### src/swd_map.vh
// Address map, reset values and encodings of the slave watchdog block.
// Included by every design file of the block; holds definitions only.
`ifndef SWD_MAP_VH
`define SWD_MAP_VH

// Register offsets on the register access port
`define SWD_ADR_PRESC      16'h0400
`define SWD_ADR_LPI_CNT    16'h0410
`define SWD_ADR_BUS_CNT    16'h0420

// Register reset values (prescaler 2498, count 1000 -> 100 ms)
`define SWD_RST_PRESC      16'h09c2
`define SWD_RST_LPI_CNT    16'h03e8
`define SWD_RST_BUS_CNT    16'h03e8

// Register and data widths
`define SWD_RW             16
`define SWD_DW             8

// Base tick and system clock period in ns (25 MHz, 10 MHz)
`define SWD_BASE_TICK_NS   40
`define SWD_CLK_NS         100
// Base ticks added to the prescaler value for one watchdog tick
`define SWD_PRESC_ADD      17'h00002

// Slave state codes
`define SWD_ST_INIT        4'h1
`define SWD_ST_PREOP       4'h2
`define SWD_ST_BOOT        4'h3
`define SWD_ST_SAFEOP      4'h4
`define SWD_ST_OP          4'h8

`endif

### src/swd_tick_gen.v
// Watchdog tick generator: turns the system clock into ticks of
// (prescaler + 2) base ticks of 40 ns each.
// Assumes a 10 MHz clock; several base ticks elapse per clock edge.
`timescale 1ns/1ps
`include "swd_map.vh"

module swd_tick_gen (
	clock,
	rst,
	presc,
	tick
);
	input  wire                clock;
	input  wire                rst;
	input  wire [`SWD_RW-1:0]  presc;
	output reg                 tick;

	localparam [7:0] BASE_NS = `SWD_BASE_TICK_NS;
	localparam [7:0] CLK_NS  = `SWD_CLK_NS;

	reg  [7:0]  frac_r;       // Leftover ns below one base tick
	reg  [16:0] base_cnt_r;   // Base ticks inside current watchdog tick
	reg  [7:0]  frac_sum;
	reg  [7:0]  base_add;
	reg  [16:0] tick_len;
	reg  [16:0] cnt_sum;

	// Base ticks elapsed this clock; the fraction is carried so the
	// 2.5 base ticks per clock average out exactly
	always @* begin
		frac_sum = frac_r + CLK_NS;
		base_add = frac_sum / BASE_NS;
		tick_len = {1'b0, presc} + `SWD_PRESC_ADD;
		cnt_sum  = base_cnt_r + {9'h000, base_add};
	end

	// Watchdog tick when the base count reaches or passes the tick length
	always @(posedge clock) begin
		if (rst) begin
			frac_r     <= 8'h00;
			base_cnt_r <= 17'h00000;
			tick       <= 1'b0;
		end else begin
			frac_r <= frac_sum % BASE_NS;
			if (cnt_sum >= tick_len) begin
				base_cnt_r <= cnt_sum - tick_len;
				tick       <= 1'b1;
			end else begin
				base_cnt_r <= cnt_sum;
				tick       <= 1'b0;
			end
		end
	end

endmodule

### src/swd_slave_ctrl.v
// Fieldbus slave control: two timeout watchdogs sharing one tick
// prescaler, the slave state machine and the output safe-state gate.
// Assumes all strobes and inputs come from logic on the same clock;
// the master reaches the registers through the register access port.
`timescale 1ns/1ps
`include "swd_map.vh"

module swd_slave_ctrl (
	clock,
	rst,
	reg_wr,
	reg_rd,
	reg_addr,
	reg_wdata,
	reg_rdata,
	pd_exchange_ok,
	lpi_access,
	state_req_valid,
	state_req,
	mbx_cfg_ok,
	pd_cfg_ok,
	sync_cfg_ok,
	err_ack,
	master_out,
	safe_value,
	in_data,
	state,
	state_err,
	mbx_en,
	file_xfer_only,
	pd_en,
	bus_trip,
	lpi_trip,
	out_data,
	in_image
);
	input  wire                clock;
	input  wire                rst;
	input  wire                reg_wr;
	input  wire                reg_rd;
	input  wire [15:0]         reg_addr;
	input  wire [`SWD_RW-1:0]  reg_wdata;
	output reg  [`SWD_RW-1:0]  reg_rdata;
	input  wire                pd_exchange_ok;
	input  wire                lpi_access;
	input  wire                state_req_valid;
	input  wire [3:0]          state_req;
	input  wire                mbx_cfg_ok;
	input  wire                pd_cfg_ok;
	input  wire                sync_cfg_ok;
	input  wire                err_ack;
	input  wire [`SWD_DW-1:0]  master_out;
	input  wire [`SWD_DW-1:0]  safe_value;
	input  wire [`SWD_DW-1:0]  in_data;
	output reg  [3:0]          state;
	output reg                 state_err;
	output reg                 mbx_en;
	output reg                 file_xfer_only;
	output reg                 pd_en;
	output reg                 bus_trip;
	output reg                 lpi_trip;
	output reg  [`SWD_DW-1:0]  out_data;
	output reg  [`SWD_DW-1:0]  in_image;

	localparam [3:0] ST_INIT   = `SWD_ST_INIT;
	localparam [3:0] ST_PREOP  = `SWD_ST_PREOP;
	localparam [3:0] ST_BOOT   = `SWD_ST_BOOT;
	localparam [3:0] ST_SAFEOP = `SWD_ST_SAFEOP;
	localparam [3:0] ST_OP     = `SWD_ST_OP;

	// Register file
	reg  [`SWD_RW-1:0] presc_r;
	reg  [`SWD_RW-1:0] lpi_cnt_r;
	reg  [`SWD_RW-1:0] bus_cnt_r;

	// Watchdog elapsed-tick counters
	reg  [`SWD_RW-1:0] bus_el_r;
	reg  [`SWD_RW-1:0] lpi_el_r;

	// State machine next values
	reg  [3:0]         state_nxt;
	reg                err_nxt;
	reg                copy_in;
	reg                trans_ok;

	wire               wd_tick;
	wire               bus_wd_on;
	wire               lpi_wd_on;
	wire               bus_expire;
	wire               lpi_expire;
	wire               out_live;

	// Next elapsed count: restart, saturating step, or hold
	function [`SWD_RW-1:0] wd_elapsed;
		input [`SWD_RW-1:0] el;
		input               restart;
		input               step;
		begin
			if (restart)
				wd_elapsed = {`SWD_RW{1'b0}};
			else if (step && el != {`SWD_RW{1'b1}})
				wd_elapsed = el + 16'h0001;
			else
				wd_elapsed = el;
		end
	endfunction

	// Timeout reached: running, not restarted, elapsed meets the count
	function wd_expired;
		input [`SWD_RW-1:0] el;
		input [`SWD_RW-1:0] cnt;
		input               on;
		input               restart;
		begin
			wd_expired = on && !restart && (el >= cnt);
		end
	endfunction

	// Shared watchdog tick from the single prescaler
	swd_tick_gen u_tick (
		.clock (clock),
		.rst   (rst),
		.presc (presc_r),
		.tick  (wd_tick)
	);

	// A zero count disables the watchdog entirely
	assign bus_wd_on  = (bus_cnt_r != {`SWD_RW{1'b0}});
	assign lpi_wd_on  = (lpi_cnt_r != {`SWD_RW{1'b0}});
	assign bus_expire = wd_expired(bus_el_r, bus_cnt_r, bus_wd_on,
		pd_exchange_ok);
	assign lpi_expire = wd_expired(lpi_el_r, lpi_cnt_r, lpi_wd_on,
		lpi_access);

	// Register writes; unwritten settings simply keep their value,
	// so a master that skips a disabled setting changes nothing
	always @(posedge clock) begin
		if (rst) begin
			presc_r   <= `SWD_RST_PRESC;
			lpi_cnt_r <= `SWD_RST_LPI_CNT;
			bus_cnt_r <= `SWD_RST_BUS_CNT;
		end else if (reg_wr) begin
			if (reg_addr == `SWD_ADR_PRESC)
				presc_r <= reg_wdata;
			else if (reg_addr == `SWD_ADR_LPI_CNT)
				lpi_cnt_r <= reg_wdata;
			else if (reg_addr == `SWD_ADR_BUS_CNT)
				bus_cnt_r <= reg_wdata;
		end
	end

	// Registered read data; unmapped offsets read as zero
	always @(posedge clock) begin
		if (rst) begin
			reg_rdata <= {`SWD_RW{1'b0}};
		end else if (reg_rd) begin
			if (reg_addr == `SWD_ADR_PRESC)
				reg_rdata <= presc_r;
			else if (reg_addr == `SWD_ADR_LPI_CNT)
				reg_rdata <= lpi_cnt_r;
			else if (reg_addr == `SWD_ADR_BUS_CNT)
				reg_rdata <= bus_cnt_r;
			else
				reg_rdata <= {`SWD_RW{1'b0}};
		end
	end

	// Elapsed-tick counters; a restart clears only the elapsed count, not
	// the shared partial tick, so the first timeout may run up to one tick short
	always @(posedge clock) begin
		if (rst) begin
			bus_el_r <= {`SWD_RW{1'b0}};
			lpi_el_r <= {`SWD_RW{1'b0}};
		end else begin
			bus_el_r <= wd_elapsed(bus_el_r, pd_exchange_ok,
				wd_tick);
			lpi_el_r <= wd_elapsed(lpi_el_r, lpi_access,
				wd_tick);
		end
	end

	// Trip flags: the bus trip clears on a good data access or a zero count,
	// and leaves the slave state untouched
	always @(posedge clock) begin
		if (rst) begin
			bus_trip <= 1'b0;
			lpi_trip <= 1'b0;
		end else begin
			if (!bus_wd_on || pd_exchange_ok)
				bus_trip <= 1'b0;
			else if (bus_expire)
				bus_trip <= 1'b1;
			if (!lpi_wd_on || lpi_access)
				lpi_trip <= 1'b0;
			else if (lpi_expire)
				lpi_trip <= 1'b1;
		end
	end

	// Checks each requested change against the current state
	always @* begin
		state_nxt = state;
		err_nxt   = state_err;
		copy_in   = 1'b0;
		trans_ok  = 1'b0;
		if (state_req_valid && state_req != state) begin
			case (state)
			ST_INIT: begin
				// Init leaves only after mailbox channels check out
				if ((state_req == ST_PREOP || state_req == ST_BOOT)
					&& mbx_cfg_ok)
					trans_ok = 1'b1;
			end
			ST_PREOP: begin
				if (state_req == ST_INIT)
					trans_ok = 1'b1;
				else if (state_req == ST_SAFEOP && pd_cfg_ok
					&& sync_cfg_ok) begin
					trans_ok = 1'b1;
					copy_in  = 1'b1;
				end
			end
			ST_SAFEOP: begin
				if (state_req == ST_INIT || state_req == ST_PREOP
					|| state_req == ST_OP)
					trans_ok = 1'b1;
			end
			ST_OP: begin
				if (state_req == ST_INIT || state_req == ST_PREOP
					|| state_req == ST_SAFEOP)
					trans_ok = 1'b1;
			end
			ST_BOOT: begin
				// Boot returns to init and nowhere else
				if (state_req == ST_INIT)
					trans_ok = 1'b1;
			end
			default: begin
				trans_ok = 1'b0;
			end
			endcase
			if (trans_ok)
				state_nxt = state_req;
			else
				err_nxt = 1'b1;
		end
		// A new failure in the acknowledge cycle keeps the flag set
		if (err_ack && !(state_req_valid && state_req != state
			&& !trans_ok))
			err_nxt = 1'b0;
	end

	// State register; the new state is the acknowledge to the master
	always @(posedge clock) begin
		if (rst) begin
			state     <= ST_INIT;
			state_err <= 1'b0;
		end else begin
			state     <= state_nxt;
			state_err <= err_nxt;
		end
	end

	// Communication permissions per state, registered with the state
	always @(posedge clock) begin
		if (rst) begin
			mbx_en         <= 1'b0;
			pd_en          <= 1'b0;
			file_xfer_only <= 1'b0;
		end else begin
			case (state_nxt)
			ST_PREOP: begin
				mbx_en         <= 1'b1;
				pd_en          <= 1'b0;
				file_xfer_only <= 1'b0;
			end
			ST_SAFEOP, ST_OP: begin
				mbx_en         <= 1'b1;
				pd_en          <= 1'b1;
				file_xfer_only <= 1'b0;
			end
			ST_BOOT: begin
				mbx_en         <= 1'b1;
				pd_en          <= 1'b0;
				file_xfer_only <= 1'b1;
			end
			default: begin
				mbx_en         <= 1'b0;
				pd_en          <= 1'b0;
				file_xfer_only <= 1'b0;
			end
			endcase
		end
	end

	// Input image: copied on the safe_operational_state entry in the same edge as the
	// state change, then refreshed every cycle in safe_operational_state and op
	always @(posedge clock) begin
		if (rst)
			in_image <= {`SWD_DW{1'b0}};
		else if (copy_in || state == ST_SAFEOP || state == ST_OP)
			in_image <= in_data;
	end

	// Outputs follow the master only in op, or in safe_operational_state when the
	// bus watchdog is off; any trip forces the safe value. Validity
	// of master_out before op is left to the master.
	assign out_live = (state == ST_OP)
		|| (state == ST_SAFEOP && !bus_wd_on);

	always @(posedge clock) begin
		if (rst)
			out_data <= {`SWD_DW{1'b0}};
		else if (bus_trip || lpi_trip || !out_live)
			out_data <= safe_value;
		else
			out_data <= master_out;
	end

endmodule

### config.mk
export PLATFORM = sky130hd
export DESIGN_NAME = swd_slave_ctrl
export DESIGN_NICKNAME = d
export VERILOG_FILES = /design/src/swd_tick_gen.v /design/src/swd_slave_ctrl.v
export VERILOG_INCLUDE_DIRS = /design/src
export SDC_FILE = /design/constraint.sdc
export NUM_CORES = 1
export LEC_CHECK = 0
export BUFFER_PORTS_ARGS = -buffer_cell sky130_fd_sc_hd__buf_2
export CORE_MARGIN = 4
export CORE_UTILIZATION = 45
export CTS_CLUSTER_DIAMETER = 50
export DETAILED_ROUTE_END_ITERATION = 10
export GPL_TIMING_DRIVEN = 0
export PLACE_DENSITY = 0.63
export REMOVE_ABC_BUFFERS = 1
export SYNTH_ARGS = -nofsm -noshare
export SYNTH_HDL_FRONTEND = slang
export SYNTH_SLANG_ARGS = --single-unit
### constraint.sdc
create_clock -name clock -period 6.77 [get_ports clock]
set_input_delay 0.677 -clock clock [delete_from_list [all_inputs] [get_ports clock]]
set_output_delay 0.677 -clock clock [all_outputs]
set_load 0.005 [all_outputs]
# Word level (Yosys, flattened, before mapping)
# Index checks and enable logic that the tools add are counted.
op_classes:
  bitwise_logic: 3
  n_lt_le_gt_ge: 3
  n_addsub: 6
  mux: 23
  eq_ne: 20
  n_reduce_logical: 44
  div_mod_pow: 2
op_table:
  columns: ["cell", "n"]
  rows:
  - ["$eq A16 B11 Y1 const B", 3]
  - ["$mux W16", 3]
  - ["$add A16 B1 Y16 const B", 2]
  - ["$ge A16 B16 Y1", 2]
  - ["$ne A16 B16 Y1 const B", 2]
  - ["$reduce_bool A16 Y1", 2]
  - ["$eq A4 B2 Y1 const B", 6]
  - ["$add A16 B2 Y17 const B", 1]
  - ["$add A17 B8 Y17", 1]
  - ["$ge A17 B17 Y1", 1]
  - ["$mux W17", 1]
  - ["$sub A17 B17 Y17", 1]
  - ["$mux W1", 15]
  - ["$logic_and A1 B1 Y1", 13]
  - ["$eq A4 B3 Y1 const B", 3]
  - ["$eq A4 B4 Y1 const B", 3]
  - ["$reduce_or A2 Y1", 6]
  - ["$logic_or A1 B1 Y1", 11]
  - ["$add A8 B7 Y8 const B", 1]
  - ["$div A8 B6 Y8 const B", 1]
  - ["$eq A4 B1 Y1 const B", 2]
  - ["$mod A8 B6 Y8 const B", 1]
  - ["$mux W4", 2]
  - ["$mux W8", 1]
  - ["8 further kinds", 17]
totals:
  out_inout_bits: 42
  register_bits: 148

# Logic depth before layout (Yosys ltp)
depth:
  word_depth: 13
  mapped_depth: 24
  depth_no_buf: 23

# Cells and area by module
# From an unflattened synthesis, not the netlist that was laid out.
unflattened:
  cells_unflattened: 1141
  hier_area_um2: 9237.6
modules_own_cells:
  columns: ["module", "area_per_inst_um2", "cells_each", "instances"]
  rows:
  - ["swd_slave_ctrl", 6102.1, 731, 1]
  - ["swd_tick_gen", 3135.5, 410, 1]

# Worst setup path before layout
# OpenSTA, ideal clock, no wires.
synth_path:
  path_type: "reg2reg"
  start: "register u_tick.frac_r[2]"
  end: "register u_tick.base_cnt_r[11]"
  arrival_ps: 4738
  slack_ps: 1910
  path_stages_with_launch: 23
  path_cell_list: "dfxtp_1 -> ha_1 -> a21oi_1 -> xnor2_1 -> o21ai_0 -> a22o_1 -> a21oi_1 -> ha_1 -> inv_1 -> fa_1 -> nand2b_1 -> a21oi_1 -> and3_1 -> nand2_1 -> xnor2_1 -> ha_1 -> and4_1 -> nand4_1 -> o21ai_0 -> o22ai_1 -> a21o_1 -> buf_2 -> o311a_1"
synth_via:
  elab_chain_cells: 5
  elab_cells_between_ends: 6
  classes_between: "add/sub: 3; div: 1; order compare: 1; mux: 1"
synth_lines:
  columns: ["element", "line", "text"]
  rows:
  - ["start: declaration", "swd_tick_gen.v:21", "reg [7:0] frac_r;"]
  - ["start signal: assignment", "swd_tick_gen.v:44", "frac_r <= frac_sum % BASE_NS;"]
  - ["$add A8 B7 Y8 (*)", "swd_tick_gen.v:31", "frac_sum = frac_r + CLK_NS;"]
  - ["$div A8 B6 Y8 (*)", "swd_tick_gen.v:32", "base_add = frac_sum / BASE_NS;"]
  - ["$add A17 B8 Y17 (*)", "swd_tick_gen.v:34", "cnt_sum = base_cnt_r + {9'h000, base_add};"]
  - ["$sub A17 B17 Y17 or $ge A17 B17 Y1 (tied branches)", "swd_tick_gen.v:46, swd_tick_gen.v:45", null]
  - ["$mux W17 (*)", "swd_tick_gen.v:45", "if (cnt_sum >= tick_len) begin"]
  - ["end signal: assignment", "swd_tick_gen.v:46", "base_cnt_r <= cnt_sum - tick_len;"]
  - ["end signal: assignment", "swd_tick_gen.v:49", "base_cnt_r <= cnt_sum;"]
  - ["end: declaration", "swd_tick_gen.v:22", "reg [16:0] base_cnt_r;"]
# Every way passes the cells marked *; elsewhere a longest branch is shown, timed or not.
# A chain may end at the register's enable or synchronous reset.

# Worst setup path in the final report
layout_path:
  start: "register u_tick.frac_r[2]"
  end: "register u_tick.base_cnt_r[4]"
# Same word-level chain as after synthesis.

==> out/metrics.cfg <==
[detailed_routing]
wire_per_inst_microns=16.0
antenna_left=0
viasPerCell=5.46
wl_microns=22400
post-route-drc-count=0
vias=7629
dr.pass1.iters=7
drt-initial-drc-count=443

[job]
drv_cap=0

[finish]
final_cell_area_sq_um=9860
area_delta_synth_final_pct=15.1
layout_commonest_cell=dfxtp_1
antenna_cells=0
layout-drive-gt1-share_pct=13.7
final_cell_mix=dfxtp_1 (146), nand2_1 (145), buf_2 (111), nor2_1 (92), a21oi_1 (87)
nets=1281
fillers=1800
fin_util_pct=52.7

[synth]
ys_warn_count=0
ys_async_sr_fraction_pct=0
synth-seq-cells=146
ys_seq_area_share_pct=34.1
syn_area_per_cell_sq_um=8.08
synth_flop_cell=dfxtp_1
synth-edff-count=0
syn-cell-area_sq_um=8570
syn_inst=1061
synth.distinct_cells=63

[timing]
worst_pin_slew_ns=1.17
slew_viol_final=0
rsz0062_at_grt=no
setup_violations=0
hold_viol=0
tns_ns=0
min_period_ns=5.86
maxSlewHeadroom_pct=21.6
hold_ws_ns=0.466
period_share_pct=86.6
clock.fmax_mhz=171
finalWorstSetupSlack_ns=0.907
finClkSkew_ns=0.0138

[clock_tree]
root_buffer=clkbuf_16
clk_pin_slew_ns=0.06
insertion_delay_ns=0.42
cts_buffers=17
cts_setup_buffers=0
cts_tree=done
htreeDepth=4
cts_resized=0
clk_path_buf_depth=2
cts_sinks=146
ctsHoldBuffers=0

[global_route]
first_global_vias=7227
grt_overflow_total=0
grt_pass1_wl_microns=36800
antenna_found_initial=0
grt_max_degree=84
track_usage_pct=20.9

[placed_design]
globalplace.congestion=0.838
hpwl_microns=16800
numPortBuffers=112
dp_slack_ns=0.626
place_area_sq_um=9270

[worst_setup_path]
crit_arrival_ns=6.22
r2r_end=u_tick.base_cnt_r[4]
critPathLaunchType=register
critPathCaptureType=register
r2r-start=u_tick.frac_r[2]
r2r_cells=22
path_max_fanout=23
r2r_slack_ns=0.91
criticalPathCategory=reg2reg
crit_required_ns=7.12

[worst_hold_path]
hold_class=reg2reg
hold_start=reg_rdata[15]
hold_path_end=reg_rdata[15]
holdPathStages=2

[die]
pin_count=113
die_height_microns=146
core_area_sq_um=18700
die_area_sq_um=21300
dieWidth_microns=146
initial_utilization_pct=45.8
row_count=50

[power]
p_leak_uw=0.00400
irDropWorstVdd_mv=0.176
power_density_nw_per_um2=306

[status]
outcome=completed

[how the worst max path moves through the flow]
| stage | startpoint | to | slack [ns] | cells past startpoint |
|---|---|---|---|---|
| floorplan | u_tick.frac_r[2] | u_tick.base_cnt_r[4] | 1.72 | 22 |
| global placement | u_tick.frac_r[2] | u_tick.base_cnt_r[16] | 0.71 | 22 |
| detailed placement | u_tick.frac_r[2] | u_tick.base_cnt_r[1] | 0.63 | 22 |
| CTS | u_tick.frac_r[2] | u_tick.base_cnt_r[1] | 0.58 | 22 |
| global route | u_tick.frac_r[2] | u_tick.base_cnt_r[16] | 0.32 | 22 |
| finish | u_tick.frac_r[2] | u_tick.base_cnt_r[4] | 0.91 | 22 |
[cell type report]
| type | count | area, sq um | share of cell area (%) |
|---|---|---|---|
| Timing Repair Buffer | 113 | 591 | 5.99 |
| Inverter | 50 | 188 | 1.90 |
| Clock buffer | 19 | 443 | 4.49 |
| Sequential cell | 146 | 2920 | 29.6 |
| Clock inverter | 13 | 149 | 1.51 |
| Multi-Input combinational cell | 821 | 5280 | 53.5 |
| Tap cell | 234 | 293 | 2.97 |
[synthesized netlist by cell type, drive strengths merged, types with 2 or more instances]
cell type    n  area [sq um]
dfxtp      146          2920
nand2      145           544
nor2        92           345
a21oi       88           452
ha          59           738
inv         50           188
nand3       50           250
mux2i       47           470
o21ai       47           239
xor2        40           350
xnor2       35           307
clkbuf      31           116
nand2b      28           175
nor3        18          95.1
o211ai      16           120
nand4       14          87.6
a211oi      13           103
and3        13          81.3
and4        13           114
buf         13          68.8
or3         13          81.3
nor2b       12          75.1
nor4        12          75.1
a21o         8          60.1
and2         7          43.8
or2          5          31.3
a2111oi      3          45.1
a21boi       3          22.5
a311oi       3          26.3
a31oi        3          18.8
o21a         3          22.5
a211o        2          17.5
a22o         2          17.5
a31o         2          17.5
fa           2          40.0
nor3b        2          15.0
o2111ai      2          17.5
o22ai        2          12.5
o31ai        2          15.0
o41ai        2          25.0
[state kept, by name, indices dropped and copies added, names as in the netlist, 6 cells and up]
signal             cells
bus_el_r              16
presc_r               16
lpi_el_r              16
u_tick.frac_r          6
lpi_cnt_r             16
u_tick.base_cnt_r     17
in_image               8
reg_rdata             16
out_data               8
bus_cnt_r             16
[through the flow]
| step | total power, uW | std cells |
|---|---|---|
| 2_1_floorplan | 1830 | 1017 |
| 5_1_grt | 3230 | 1396 |
| 6_report | 3020 | 1396 |
| 4_1_cts | 3040 | 1396 |
| 3_5_place_dp | 2090 | 1364 |
| 3_3_place_gp | 2070 | 1363 |
[power by group]
| part | internal (uW) | switching [uW] | total [uW] |
|---|---|---|---|
| Sequential | 917 | 47.3 | 964 |
| Clock | 558 | 389 | 947 |
| Combinational | 482 | 627 | 1110 |
[per-layer routing]
metal	vias up	GRT usage [%]	routed length, microns	share of wire [%]
met4	0	6.02	464	2.1
met2	155	34.6	10700	48
li1	3880	-	-	-
met1	3564	28.0	10300	46
met5	-	0	0	0
met3	30	3.61	973	4.3
[cells by family after synthesis]
kind of cell / share of synthesized area [%]
AND/OR/NAND/NOR: 24.0
AO/OA/AOI/OAI: 15.3
flip-flops: 34.1
buffers and inverters: 4.35
XOR/XNOR: 7.66
adder cells (fa/ha/maj): 9.08
multiplexers: 5.49
[worst max-delay path: stages (launching register included)]
cell and delay, ns:
dfxtp_1 0.44, ha_1 0.28, a21oi_1 0.13, xnor2_1 0.52, o21ai_0 0.18, a22o_1 0.26, a21oi_1 0.16, ha_1 0.20
inv_1 0.06, fa_1 0.40, nand2b_1 0.18, a21oi_1 0.32, and3_1 0.33, nand2_1 0.09, xnor2_1 0.15, ha_1 0.40
and4_1 0.28, nand4_1 0.10, o21ai_0 0.23, o22ai_1 0.11, a21o_2 0.38, or3_1 0.43, a21oi_1 0.14
(Power assumes the default switching activity.)
